File: config.mk
export PLATFORM = sky130hd
export DESIGN_NAME = pbus_slave
export DESIGN_NICKNAME = d
export VERILOG_FILES = /design/src/rtl/pbus_pkg.sv /design/src/rtl/pbus_fifo.sv /design/src/rtl/pbus_slave.sv
export SDC_FILE = /design/constraint.sdc
export NUM_CORES = 1
export LEC_CHECK = 0
export BUFFER_PORTS_ARGS = -buffer_cell sky130_fd_sc_hd__buf_2
export CORE_MARGIN = 2
export CORE_UTILIZATION = 40
export CTS_CLUSTER_SIZE = 24
export DETAILED_ROUTE_END_ITERATION = 8
export PLACE_DENSITY_LB_ADDON = 0.05
export SETUP_SLACK_MARGIN = 0.3
export SLEW_MARGIN = 5
export SYNTH_ARGS = -nofsm -noshare
export SYNTH_HDL_FRONTEND = slang
export SYNTH_SLANG_ARGS = --single-unit
File: constraint.sdc
create_clock -name ref_clk -period 12.9 [get_ports ref_clk]
set_clock_uncertainty 0.1 [all_clocks]
set_input_delay 2.58 -clock ref_clk [delete_from_list [all_inputs] [get_ports ref_clk]]
set_output_delay 2.58 -clock ref_clk [all_outputs]
set_load 0.02 [all_outputs]
File: src/rtl/pbus_pkg.sv
// shared constants and carriers for the parallel bus slave port
// Summary of operation
// - bus runs eight or four data lines, always five control lines.
// - command/data select high means command or status, low means data.
// - bus select is active low; strobes ignored while it is high.
// - data rides on port B, driven only in reads; interrupt on port A bit 4.
// - interrupt is an output; select, strobes and command/data are inputs.
// - select and strobe patterns decode command write, status read, data moves.
// - command register is written by host, read only by internal logic.
// - status register is host readable only; host writes never touch it.
// - device raises interrupt on a request; host then polls status.
// - read data stays stable on the lines for at least 300 ns.
// - before standby, port A wakeup lines are inputs and their levels latched.
// - with wakeup enabled, any port A change from the latch ends standby.
// - data and buffer paths write one register; reads pick buffer or pins.
package pbus_pkg;
    localparam int CLK_MHZ = 100;
    localparam int DATA_OUT_NS = 300;
    localparam int DATA_OUT_CYC = (DATA_OUT_NS * CLK_MHZ + 999) / 1000;
    localparam int FIFO_DEPTH = 8;
    localparam int FIFO_AW = 3;
    localparam int DW = 8;
    localparam int NIB = 4;
    localparam int HOLD_W = 6;
    localparam int CD_BIT = 0;
    localparam int CS_BIT = 1;
    localparam int RD_BIT = 2;
    localparam int WR_BIT = 3;
    localparam int INT_BIT = 4;
    localparam logic [7:0] BYTE_ZERO = 8'h00;
    localparam logic [7:0] DIR_ALL_OUT = 8'hFF;

    typedef enum logic [1:0] {ACC_NONE, ACC_CMD_WR, ACC_STAT_RD,
        ACC_DATA_X} acc_kind_t;

    typedef enum {ST_IDLE, ST_WRITE, ST_READ, ST_RECOVER} bus_state_t;

    // one completed host write byte and its command flag
    typedef struct packed {
        logic is_cmd;
        logic [7:0] value;
    } host_word_t;
endpackage

File: src/rtl/pbus_fifo.sv
// parameterised flip-flop fifo with valid/ready on both sides
`timescale 1ns/100ps
module pbus_fifo #(
    parameter int WIDTH = 8,
    parameter int DEPTH = 8,
    parameter int AW = 3
)(
    input wire logic ref_clk,
    input wire logic rst_n,
    input wire logic [WIDTH-1:0] in_data,
    input wire logic in_valid,
    output logic in_ready,
    output logic [WIDTH-1:0] out_data,
    output logic out_valid,
    input wire logic out_ready
);
    typedef struct packed {
        logic [DEPTH-1:0][WIDTH-1:0] mem;
        logic [AW-1:0] wp;
        logic [AW-1:0] rp;
        logic [AW:0] cnt;
        logic full_n;
    } fifo_state_t;

    fifo_state_t st_reg, st_next;
    logic push, pop;

    assign in_ready = st_reg.full_n;
    assign out_valid = (st_reg.cnt != '0);
    assign out_data = st_reg.mem[st_reg.rp];
    assign push = in_valid && in_ready;
    assign pop = out_valid && out_ready;

    always_comb
    begin
        st_next = st_reg;
        if (push)
        begin
            st_next.mem[st_reg.wp] = in_data;
            st_next.wp = st_reg.wp + 1'b1;
        end
        if (pop)
            st_next.rp = st_reg.rp + 1'b1;
        st_next.cnt = st_reg.cnt + {{AW{1'b0}}, push} - {{AW{1'b0}}, pop};
        // ready comes from a flop, not from a compare on the count
        st_next.full_n = (st_next.cnt != DEPTH[AW:0]);
    end

    always_ff @(posedge ref_clk or negedge rst_n)
    begin
        if (!rst_n)
            st_reg <= '{mem: '0, wp: '0, rp: '0, cnt: '0, full_n: 1'b1};
        else
            st_reg <= st_next;
    end
endmodule

File: src/rtl/pbus_slave.sv
// parallel bus slave: decode, status, command, data fifo, key wakeup
`timescale 1ns/100ps
module pbus_slave (
    input wire logic ref_clk,
    input wire logic nrst,
    input wire logic nibble_mode,
    input wire logic [7:0] port_a_in,
    output logic [7:0] port_a_out,
    output logic [7:0] port_a_oe_n,
    input wire logic [7:0] port_b_in,
    output logic [7:0] port_b_out,
    output logic [7:0] port_b_oe_n,
    output logic [7:0] command_out,
    output logic command_stb,
    input wire logic [7:0] status_in,
    input wire logic request_set,
    input wire logic [7:0] tx_data,
    input wire logic tx_valid,
    output logic tx_ready,
    output logic [7:0] rx_data,
    output logic rx_valid,
    input wire logic rx_ready,
    input wire logic wake_enable,
    input wire logic standby_req,
    output logic in_standby,
    output logic wake_pulse,
    input wire logic port_path_wr,
    input wire logic [7:0] port_path_data,
    input wire logic port_read_pins,
    output logic [7:0] port_read_data
);
    typedef struct packed {
        pbus_pkg::bus_state_t st;
        pbus_pkg::acc_kind_t kind;
        logic is_cmd;
        logic hi_done;
        logic [7:0] shift;
        logic [pbus_pkg::HOLD_W-1:0] hold;
        logic [7:0] drive;
        logic drive_en;
        logic irq;
        logic pend;
        logic [7:0] cmd;
        logic cmd_stb;
        logic [7:0] rx;
        logic rx_v;
        logic tx_pop;
        logic [7:0] port_buf;
        logic [7:0] wake_latch;
        logic stby;
        logic wake;
        logic [7:0] rd_out;
    } top_state_t;

    top_state_t s_reg, s_next;
    logic rst_n;
    logic [1:0] rst_sync_reg;
    logic sel_n, cd, rd_n, wr_n;
    logic fifo_in_ready, fifo_out_valid;
    logic [7:0] fifo_out_data;
    logic [7:0] read_src;

    // released reset; asynchronous assert, two-stage release
    always_ff @(posedge ref_clk or negedge nrst)
    begin
        // kept out of s_reg: its reset is the raw pin, not rst_n
        if (!nrst)
            rst_sync_reg <= 2'b00;
        else
            rst_sync_reg <= {rst_sync_reg[0], 1'b1};
    end
    assign rst_n = rst_sync_reg[1];

    assign cd = port_a_in[pbus_pkg::CD_BIT];
    assign sel_n = port_a_in[pbus_pkg::CS_BIT];
    assign rd_n = port_a_in[pbus_pkg::RD_BIT];
    assign wr_n = port_a_in[pbus_pkg::WR_BIT];

    // device-to-host data is buffered until the host reads it
    pbus_fifo #(
        .WIDTH(pbus_pkg::DW),
        .DEPTH(pbus_pkg::FIFO_DEPTH),
        .AW(pbus_pkg::FIFO_AW)
    ) u_fifo (
        .ref_clk(ref_clk),
        .rst_n(rst_n),
        .in_data(tx_data),
        .in_valid(tx_valid),
        .in_ready(fifo_in_ready),
        .out_data(fifo_out_data),
        .out_valid(fifo_out_valid),
        .out_ready(s_reg.tx_pop)
    );
    assign tx_ready = fifo_in_ready;

    // empty fifo reads back as zero
    assign read_src = (s_reg.kind == pbus_pkg::ACC_STAT_RD) ? status_in
        : (fifo_out_valid ? fifo_out_data : pbus_pkg::BYTE_ZERO);

    always_comb
    begin
        s_next = s_reg;
        s_next.cmd_stb = 1'b0;
        s_next.tx_pop = 1'b0;
        s_next.wake = 1'b0;
        if (s_reg.rx_v && rx_ready)
            s_next.rx_v = 1'b0;
        if (s_reg.hold != '0)
            s_next.hold = s_reg.hold - 1'b1;

        case (s_reg.st)
            pbus_pkg::ST_IDLE:
            begin
                s_next.drive_en = 1'b0;
                // strobes mean nothing while select is high
                if (!sel_n)
                begin
                    if (!wr_n && rd_n)
                    begin
                        s_next.st = pbus_pkg::ST_WRITE;
                        s_next.is_cmd = cd;
                        s_next.kind = cd ? pbus_pkg::ACC_CMD_WR
                            : pbus_pkg::ACC_DATA_X;
                    end
                    else if (wr_n && !rd_n)
                    begin
                        s_next.st = pbus_pkg::ST_READ;
                        s_next.kind = cd ? pbus_pkg::ACC_STAT_RD
                            : pbus_pkg::ACC_DATA_X;
                        s_next.hold =
                            pbus_pkg::DATA_OUT_CYC[pbus_pkg::HOLD_W-1:0];
                    end
                end
            end
            pbus_pkg::ST_WRITE:
            begin
                // sample on the rising edge of the write strobe
                if (wr_n || sel_n)
                begin
                    s_next.st = pbus_pkg::ST_RECOVER;
                    if (nibble_mode && !s_reg.hi_done)
                    begin
                        s_next.shift = {port_b_in[3:0], 4'h0};
                        s_next.hi_done = 1'b1;
                    end
                    else
                    begin
                        s_next.shift = nibble_mode
                            ? {s_reg.shift[7:4], port_b_in[3:0]} : port_b_in;
                        s_next.hi_done = 1'b0;
                        if (s_reg.is_cmd)
                        begin
                            s_next.cmd = s_next.shift;
                            s_next.cmd_stb = 1'b1;
                        end
                        else
                        begin
                            s_next.rx = s_next.shift;
                            s_next.rx_v = 1'b1;
                        end
                    end
                end
            end
            pbus_pkg::ST_READ:
            begin
                s_next.drive_en = 1'b1;
                // high nibble first in four-line mode
                if (nibble_mode && !s_reg.hi_done)
                    s_next.drive = {4'h0, read_src[7:4]};
                else if (nibble_mode)
                    s_next.drive = {4'h0, read_src[3:0]};
                else
                    s_next.drive = read_src;
                // data held at least the minimum even if strobe is short
                if ((rd_n || sel_n) && s_reg.hold == '0)
                begin
                    s_next.st = pbus_pkg::ST_RECOVER;
                    s_next.drive_en = 1'b0;
                    if (nibble_mode && !s_reg.hi_done)
                        s_next.hi_done = 1'b1;
                    else
                    begin
                        s_next.hi_done = 1'b0;
                        if (s_reg.kind == pbus_pkg::ACC_STAT_RD)
                        begin
                            s_next.pend = 1'b0;
                            s_next.irq = 1'b0;
                        end
                        else if (fifo_out_valid)
                            s_next.tx_pop = 1'b1;
                    end
                end
            end
            pbus_pkg::ST_RECOVER:
            begin
                s_next.drive_en = 1'b0;
                if (wr_n && rd_n)
                    s_next.st = pbus_pkg::ST_IDLE;
            end
            default:
                s_next.st = pbus_pkg::ST_IDLE;
        endcase

        // a new request wins over the clear by a status read
        if (request_set)
        begin
            s_next.pend = 1'b1;
            s_next.irq = 1'b1;
        end
        else if (s_next.pend)
            s_next.irq = 1'b1;

        // both port write paths land in one register
        if (port_path_wr)
            s_next.port_buf = port_path_data;
        s_next.rd_out = port_read_pins ? port_a_in : s_reg.port_buf;

        // latching happens on the way into standby
        if (standby_req && !s_reg.stby)
        begin
            s_next.wake_latch = port_a_in;
            s_next.stby = 1'b1;
        end
        else if (s_reg.stby && wake_enable && port_a_in != s_reg.wake_latch)
        begin
            s_next.stby = 1'b0;
            s_next.wake = 1'b1;
        end
    end

    always_ff @(posedge ref_clk or negedge rst_n)
    begin
        if (!rst_n)
        begin
            s_reg.st <= pbus_pkg::ST_IDLE;
            s_reg.kind <= pbus_pkg::ACC_NONE;
            s_reg.is_cmd <= 1'b0;
            s_reg.hi_done <= 1'b0;
            s_reg.shift <= pbus_pkg::BYTE_ZERO;
            s_reg.hold <= '0;
            s_reg.drive <= pbus_pkg::BYTE_ZERO;
            s_reg.drive_en <= 1'b0;
            s_reg.irq <= 1'b0;
            s_reg.pend <= 1'b0;
            s_reg.cmd <= pbus_pkg::BYTE_ZERO;
            s_reg.cmd_stb <= 1'b0;
            s_reg.rx <= pbus_pkg::BYTE_ZERO;
            s_reg.rx_v <= 1'b0;
            s_reg.tx_pop <= 1'b0;
            s_reg.port_buf <= pbus_pkg::BYTE_ZERO;
            s_reg.wake_latch <= pbus_pkg::BYTE_ZERO;
            s_reg.stby <= 1'b0;
            s_reg.wake <= 1'b0;
            s_reg.rd_out <= pbus_pkg::BYTE_ZERO;
        end
        else
        begin
            s_reg.st <= s_next.st;
            s_reg.kind <= s_next.kind;
            s_reg.is_cmd <= s_next.is_cmd;
            s_reg.hi_done <= s_next.hi_done;
            s_reg.shift <= s_next.shift;
            s_reg.hold <= s_next.hold;
            s_reg.drive <= s_next.drive;
            s_reg.drive_en <= s_next.drive_en;
            s_reg.irq <= s_next.irq;
            s_reg.pend <= s_next.pend;
            s_reg.cmd <= s_next.cmd;
            s_reg.cmd_stb <= s_next.cmd_stb;
            s_reg.rx <= s_next.rx;
            s_reg.rx_v <= s_next.rx_v;
            s_reg.tx_pop <= s_next.tx_pop;
            s_reg.port_buf <= s_next.port_buf;
            s_reg.wake_latch <= s_next.wake_latch;
            s_reg.stby <= s_next.stby;
            s_reg.wake <= s_next.wake;
            s_reg.rd_out <= s_next.rd_out;
        end
    end

    // port a: only the interrupt bit is ever driven
    assign port_a_out = 8'(s_reg.irq) << pbus_pkg::INT_BIT;
    assign port_a_oe_n = ~(8'h01 << pbus_pkg::INT_BIT);
    assign port_b_out = s_reg.drive;
    assign port_b_oe_n = {8{~s_reg.drive_en}};
    assign command_out = s_reg.cmd;
    assign command_stb = s_reg.cmd_stb;
    assign rx_data = s_reg.rx;
    assign rx_valid = s_reg.rx_v;
    assign in_standby = s_reg.stby;
    assign wake_pulse = s_reg.wake;
    assign port_read_data = s_reg.rd_out;
endmodule

**Word-level counts from Yosys, hierarchy flattened**

Index checks and enable logic that the tools add are counted.

- Bits in registers: 183
- Bits of input ports: 50
- Output and inout bits: 61

- $add $sub $neg: 5
- Magnitude comparators: 3
- Equality and inequality tests: 12
- Muxes and demuxes: 53
- Bitwise logic cells: 4
- Reduce and logical (&&, ||, !) cells: 38

Operator list:

| kind | count |
|---|---|
| one-hot mux 32 bit (4 select lines) | 1 |
| two-way mux 32 bit | 3 |
| two-way mux 34 bit | 2 |
| bitwise mux 64 bit | 1 |
| == test 32 x 2 -> 1 bit, second input constant | 2 |
| two-way mux 8 bit | 8 |
| two-way mux 35 bit | 1 |
| == test 32 x 1 -> 1 bit, second input constant | 1 |
| logical NOT 32 bit | 1 |
| two-way mux 10 bit | 3 |
| two-way mux 6 bit | 5 |
| two-way mux 9 bit | 3 |
| binary-select mux 8 bit (select 3 bit) | 1 |
| demux 8 bit (select 3 bit) | 1 |
| two-way mux 1 bit | 16 |
| logical AND 1 bit | 12 |
| AND reduction 4 bit | 3 |
| two-way mux 2 bit | 5 |
| AND reduction 3 bit | 3 |
| nonzero test 3 bit | 3 |
| less-than comparator 3 x 4 -> 1 bit, second input constant | 2 |
| != test 2 bit, second input constant | 4 |
| != test 8 bit | 1 |
| nonzero test 2 bit | 4 |
| other kinds (20) | 29 |

**Longest topological paths before layout**

Gate-level depths: netlist of the first run.

- Depth in word-level cells: 7
- Depth in mapped cells: 12
- Mapped depth without buffers: 12

**Cells and area by module**

Synthesis of the first run repeated with hierarchy kept, for this count alone.

- Cells, all modules: 572
- Area, all modules: 7367.1 um^2

Modules (own cells, without submodules):

| module | times used | cells each | area each (um^2) |
|---|---|---|---|
| pbus_slave | 1 | 356 | 3813.7 |
| pbus_fifo | 1 | 216 | 3553.4 |

**Least setup slack after synthesis of the first run**

OpenSTA, ideal clock, no wires.

- Kind: input to register
- From: input port tx_valid
- To: register u_fifo.st_reg, in the netlist u_fifo.in_ready
- Library setup time: 0.082 ns
- Data arrival time: 3.801 ns
- Required time: 12.718 ns
- Slack: 8.916 ns
- Stages on the path: 7
- Buffers on the path: 0
- Cell sequence: nand2_1 -> inv_1 -> ha_1 -> fa_1 -> xor2_1 -> nor3_1 -> nand2_1

RTL lines:

| item | RTL line | RTL |
|---|---|---|
| from (decl) | pbus_slave.sv:18 | `input wire logic tx_valid,` |
| to (signal assigned) | pbus_fifo.sv:52 | `st_reg <= '{mem: '0, wp: '0, rp: '0, cnt: '0, full_n: 1'b1};` |
| to (signal assigned) | pbus_fifo.sv:54 | `st_reg <= st_next;` |
| to (decl) | pbus_fifo.sv:25 | `fifo_state_t st_reg, st_next;` |

==> results of run 1 <==
[layer usage]
layer	GRT usage	part of all wire	vias to the layer above
li1	-	-	2096
met1	0.207	0.45	2230
met2	0.275	0.51	75
met3	0.0383	0.030	12
met4	0.0505	0.012	0
met5	0	0	-
[worst max-delay path, stage by stage]
cell and delay [ps]:
buf_2 110, nand2_1 250, inv_1 100, ha_1 240, fa_1 390, xor2_1 180, nor3_1 140, nand2_1 70
[worst max path at each step]
stage,from,slack (ps),to,cells past startpoint
floorplan,rst_sync_reg[1],8340,command_out[0],0
global placement,tx_valid,8660,u_fifo.in_ready,8
detailed placement,tx_valid,8630,u_fifo.in_ready,8
CTS,u_fifo.in_ready,9060,tx_ready,1
global route,tx_valid,8950,u_fifo.in_ready,8
finish,tx_valid,9080,u_fifo.in_ready,8
[placed cells by master (no fill, tap or decap), types with 5 or more instances in the layout]
cell type,instances
inv_1,29
a22oi_1,8
a31oi_1,6
xnor2_1,7
buf_4,5
a21oi_1,14
ha_1,18
o211ai_1,5
nand2_1,19
nor2b_1,6
mux4_1,5
o21ai_0,13
conb_1,16
mux2i_1,20
nor2_1,17
buf_2,95
or2_2,5
dfrtp_1,147
nand2b_1,11
mux2_2,97
xor2_1,12
o22ai_1,8
clkbuf_16,17
[cells by family after synthesis]
kind of cell | Yosys count | synth area share
adder cells (fa/ha/maj) | 19 | 0.0336
buffers and inverters | 105 | 0.0869
XOR/XNOR | 19 | 0.0228
AND/OR/NAND/NOR | 89 | 0.0682
multiplexers | 127 | 0.207
other | 2 | 0.00103
AO/OA/AOI/OAI | 75 | 0.0689
flip-flops | 149 | 0.511
[Yosys cell counts, types with 11 or more instances]
cell type,number,share of area
dfrtp_1,148,0.51
mux2_2,97,0.15
buf_4,58,0.060
inv_1,29,0.015
mux2i_1,20,0.027
nand2_1,19,0.0098
ha_1,18,0.031
nor2_1,17,0.0087
a21oi_1,14,0.0096
o21ai_0,13,0.0089
xor2_1,12,0.014
nand2b_1,11,0.0094
[power by group]
part / internal [mW] / leakage, nW / total (mW) / switching (mW)
Sequential: 0.662 / 1.79 / 0.775 / 0.113
Clock: 0.345 / 0.316 / 0.539 / 0.194
Combinational: 0.327 / 1.62 / 0.684 / 0.357
Total: 1.33 / 3.73 / 2.00 / 0.664
[per-stage QoR]
step	hold WS, ps	instances	area, um^2	util	worst slack (ps)
2_1_floorplan	231	599	7350	-	8340
3_3_place_gp	153	852	7630	0.426	8660
3_5_place_dp	150	852	7630	0.426	8630
4_1_cts	156	884	8280	0.463	9060
5_1_grt	177	884	8280	0.463	8950
6_report	143	884	8280	0.463	9080
[final cells by class]
class                           instances  area [um^2]  share of cell area
Timing Repair Buffer                  100          513              0.0620
Inverter                               29          109              0.0131
Clock buffer                           21          480              0.0580
Tap cell                              229          287              0.0346
Sequential cell                       149         3730               0.451
Multi-Input combinational cell        345         2990               0.361
Clock inverter                         11          171              0.0207
==> impl_metrics.yaml, run 1 <==
outcome:
  status: "complete, no violations"
pwr:
  total_power_mw: 2.00
  p_per_area_nw_per_um2: 241
  ir_drop_uv: 117
  power.static_leakage_nw: 3.73
cts:
  maximum_buffer_depth_of_the_clock_tree: 2
  clk_sink_count: 149
  h-tree-depth: 4
  cts_buffers: 17
  post-cts-setup-buffers: 0
  insertion_delay_of_the_later_clocked_pin_in_the_worst_skew_pair_ps: 430
  clk_pin_slew_worst_paths_ps: 60
  cts_hold_repair_buffers: 0
  tritoncts: "built"
  cts-root-buf: "clkbuf_16"
  number_of_gates_resized_after_cts: 0
grt:
  grt_util_all_layers: 0.162
  grt_pass1_wl_mm: 24.7
  grt_max_degree: 64
  grt_pass1_vias: 4742
  grt_antenna_before_repair: 0
  grt_overflow_total: 0
finish:
  syn_to_final_growth_pct: 13.5
  fill_cells: 1663
  final_net_count: 711
  post_route_cells_drive_above_1_share: 0.383
  largest_register_ffs: 74
  diodes: 0
floorplan:
  design.die.area_um2: 19300
  core_um2: 17900
  die_height_um: 139
  core.rowCount: 49
  floorplan.die.width_um: 139
  io_pins: 111
  starting_density_of_the_core: 0.408
detailed_routing:
  finalWirelength_mm: 14.8
  post-route-drc-count: 0
  initialDrtViolationCount: 163
  drt_pre_antenna_iters: 4
  vias_per_inst: 4.99
  dr_total_vias: 4413
  antenna_violating_nets_post_route: 0
  wl_per_cell_um: 16.8
timing:
  tightest_slew_ps: 808
  worst_slew_margin_rel: 0.461
  setup_repair_after_global_routing_missed_its_margin: "false"
  report.final.slew_viol_count: 0
  fmax_ghz: 0.262
  finalCriticalPeriod_ps: 3820
  fin_setup_tns_ps: 0
  layout_worst_path_cycle_share: 0.296
  report.final.setup_viol: 0
  finalHoldViolations: 0
critical_path:
  cp_data_arrival_time_ps: 4060
  worst_r2r_path_depth: 12
  setup.reg_to_reg.worst_slack_ps: 10160
  path_max_fanout: 7
  critPathCaptureType: "flip-flop"
  startpoint_type: "input port"
  crit_type: "in -> reg"
  r2r_path_end: "u_fifo.in_ready"
  critical_path.reg2reg.startpoint: "u_fifo.st_reg[3]"
  data_required_time_of_the_worst_path_ps: 13140
synthesis:
  synth_cells: 585
  synth_seq_cells: 149
  ys_async_sr_fraction: 1.00
  yosysWarningCount: 0
  synthesis.area_per_instance_um2: 12.5
  synth_enable_flop_cells: 0
  unique_cell_type_count_in_the_yosys_netlist: 54
  primary_flip_flop_cell_chosen_by_synthesis_mapping: "dfrtp_1"
  syn-cell-area_um2: 7300
  portion_of_the_post_synthesis_area_used_by_sequential_elements: 0.511
placed_design:
  port_buffers: 95
  routabilityCongestion: 0.774
  dpl.hpwl_mm: 10.7
min_path:
  hp-class: "reg -> async"
run:
  cap_violations: 0
(Power assumes the default switching activity.)
==> run 2: changes to the inputs <==
- clock period: 12.9 -> 3.95 ns (I/O delays scaled with it)
==> run 2 against run 1 <==
Against the previous run:
- count of clock-buffer cells in the layout is 2 lower
- sequential share of layout area up 0.11 points
- total power grew to 3.2 times the previous value
- register-to-register slack got worse by 8900 ps
- die area is the same
- critical path type is now reg -> reg
==> impl_metrics.yaml, run 2 (synthesis gave the netlist of run 1 again) <==
detailed_routing:
  post-route-drc-count: 0
  wl_per_cell_um: 17.2
  drt_pre_antenna_iters: 4
  antenna_violating_nets_post_route: 0
  initialDrtViolationCount: 200
  vias_per_inst: 5.02
  finalWirelength_mm: 15.2
  dr_total_vias: 4439
finish:
  syn_to_final_growth_pct: 13.2
  most-common-layout-cells: "147 x dfrtp_1, 97 x mux2_2, 95 x buf_2"
  regArea_um2: 3730
  final_common_cell: "dfrtp_1"
  fill_cells: 1643
  multi_input_comb_area_um2: 2990
  final_net_count: 710
  post_route_cells_drive_above_1_share: 0.381
  largest_register_ffs: 74
critical_path:
  critical_path_top_delay_cell: "or3b_2"
  cp_data_arrival_time_ps: 2950
  critical_path.top_delay_family: "adder cells"
  largest_stage_delay_on_the_critical_path_ps: 470
  path_max_fanout: 3
  critical_path.cell_chain: "inv_1 -> ha_1 -> or3b_2 -> nand2_1 -> inv_1 -> ha_1 -> inv_1 -> ha_1 -> fa_1 -> xor2_1 -> nor3_1 -> nand2_1"
  data_required_time_of_the_worst_path_ps: 4190
  crit_type: "reg -> reg"
  critPathCaptureType: "flip-flop"
  timing.critical_path.buf_inv: 3
  startpoint_type: "flip-flop"
cts:
  insertion_delay_of_the_later_clocked_pin_in_the_worst_skew_pair_ps: 410
  clk_pin_slew_worst_paths_ps: 60
  clk_sink_count: 149
  post-cts-setup-buffers: 0
  h-tree-depth: 4
  cts-root-buf: "clkbuf_16"
  number_of_gates_resized_after_cts: 0
  tritoncts: "built"
  maximum_buffer_depth_of_the_clock_tree: 2
  cts_hold_repair_buffers: 0
  cts_buffers: 17
grt:
  grt_antenna_before_repair: 1
  grt_pass1_wl_mm: 24.9
  grt_pass1_vias: 4722
  grt_max_degree: 102
  grt_overflow_total: 0
  grt_util_all_layers: 0.164
outcome:
  status: "complete, no violations"
timing:
  layout_worst_path_cycle_share: 0.688
  setup_repair_after_global_routing_missed_its_margin: "false"
  fmax_ghz: 0.368
  finalHoldViolations: 0
  finalCriticalPeriod_ps: 2720
  final.hold.worst_slack_ps: 48.1
  fin_setup_tns_ps: 0
  timing.final.ws_setup_ps: 1230
  worst_slew_margin_rel: 0.412
  report.final.setup_viol: 0
  report.final.slew_viol_count: 0
  tightest_slew_ps: 878
pwr:
  power.clock.fraction: 0.264
  power.share.sequential: 0.394
  combinationalPowerShare: 0.343
  power.static_leakage_nw: 3.71
  p_int_mw: 4.30
  switchingPower_mw: 2.18
  p_per_area_nw_per_um2: 785
  ir_drop_uv: 343
  switching_share_of_total_power: 0.337
floorplan:
  die_height_um: 139
  core.rowCount: 49
  core_um2: 17900
  floorplan.die.width_um: 139
  design.die.area_um2: 19300
  starting_density_of_the_core: 0.408
  io_pins: 111
min_path:
  hp-class: "in -> async"
placed_design:
  detailedPlace.worstSlack_ps: 1240
  port_buffers: 95
  dpl.hpwl_mm: 10.6
  routabilityCongestion: 0.775
run:
  cap_violations: 0
==> run 2: changes by cell type in the layout (fill, tap and decap cells not counted), sizes merged <==
cell / previous run / this run
buf: 100 / 99
clkbuf: 21 / 19
clkinv: 4 / 7
diode: 0 / 1
inv: 30 / 29
==> run 2: power by group through the flow <==
stage / Sequential [mW] / Clock (mW) / Combinational [mW]
global route: 2.64 / 1.83 / 2.46
CTS: 2.56 / 1.75 / 2.26
detailed placement: 2.58 / 0 / 2.25
finish: 2.55 / 1.71 / 2.22
global placement: 2.56 / 0 / 2.19
floorplan: 2.47 / 0 / 1.98
==> run 2: final timing paths <==
| path | startpoint | endpoint | slack, ps | cells after the start |
|---|---|---|---|---|
| max | u_fifo.st_reg[3] | u_fifo.in_ready | 1230 | 12 |
| min | nrst | rst_sync_reg[1] | 50 | 1 |
| max reg2reg | u_fifo.st_reg[3] | u_fifo.in_ready | 1230 | 12 |
| min reg2reg | rst_sync_reg[1] | port_read_data[5] | 240 | 0 |
| max in group asynchronous | rst_sync_reg[1] | u_fifo.st_reg[52] | 2540 | 1 |
| min in group ref_clk | rst_sync_reg[0] | rst_sync_reg[1] | 250 | 0 |
==> run 2: cell type report <==
cell class	instances	share of cell area
Timing Repair Buffer	99	0.0627
Tap cell	229	0.0347
Multi-Input combinational cell	345	0.362
Inverter	29	0.0132
Antenna cell	1	0.000303
Clock inverter	13	0.0220
Clock buffer	19	0.0536
Sequential cell	149	0.452
==> run 2: per-stage QoR <==
stage | power (mW) | std cells | util | instance area (um^2)
finish | 6.49 | 884 | 0.461 | 8260
detailed placement | 4.83 | 851 | 0.426 | 7630
CTS | 6.57 | 883 | 0.461 | 8260
global route | 6.92 | 884 | 0.461 | 8260
floorplan | 4.45 | 599 | - | 7350
global placement | 4.75 | 851 | 0.426 | 7630
==> run 2: metal layers <==
layer | global-route usage | routed length, um | up-vias
met5 | 0 | 0 | -
met4 | 0.0585 | 176 | 0
met3 | 0.0352 | 470 | 12
met2 | 0.280 | 7620 | 88
met1 | 0.207 | 6910 | 2250
li1 | - | - | 2089
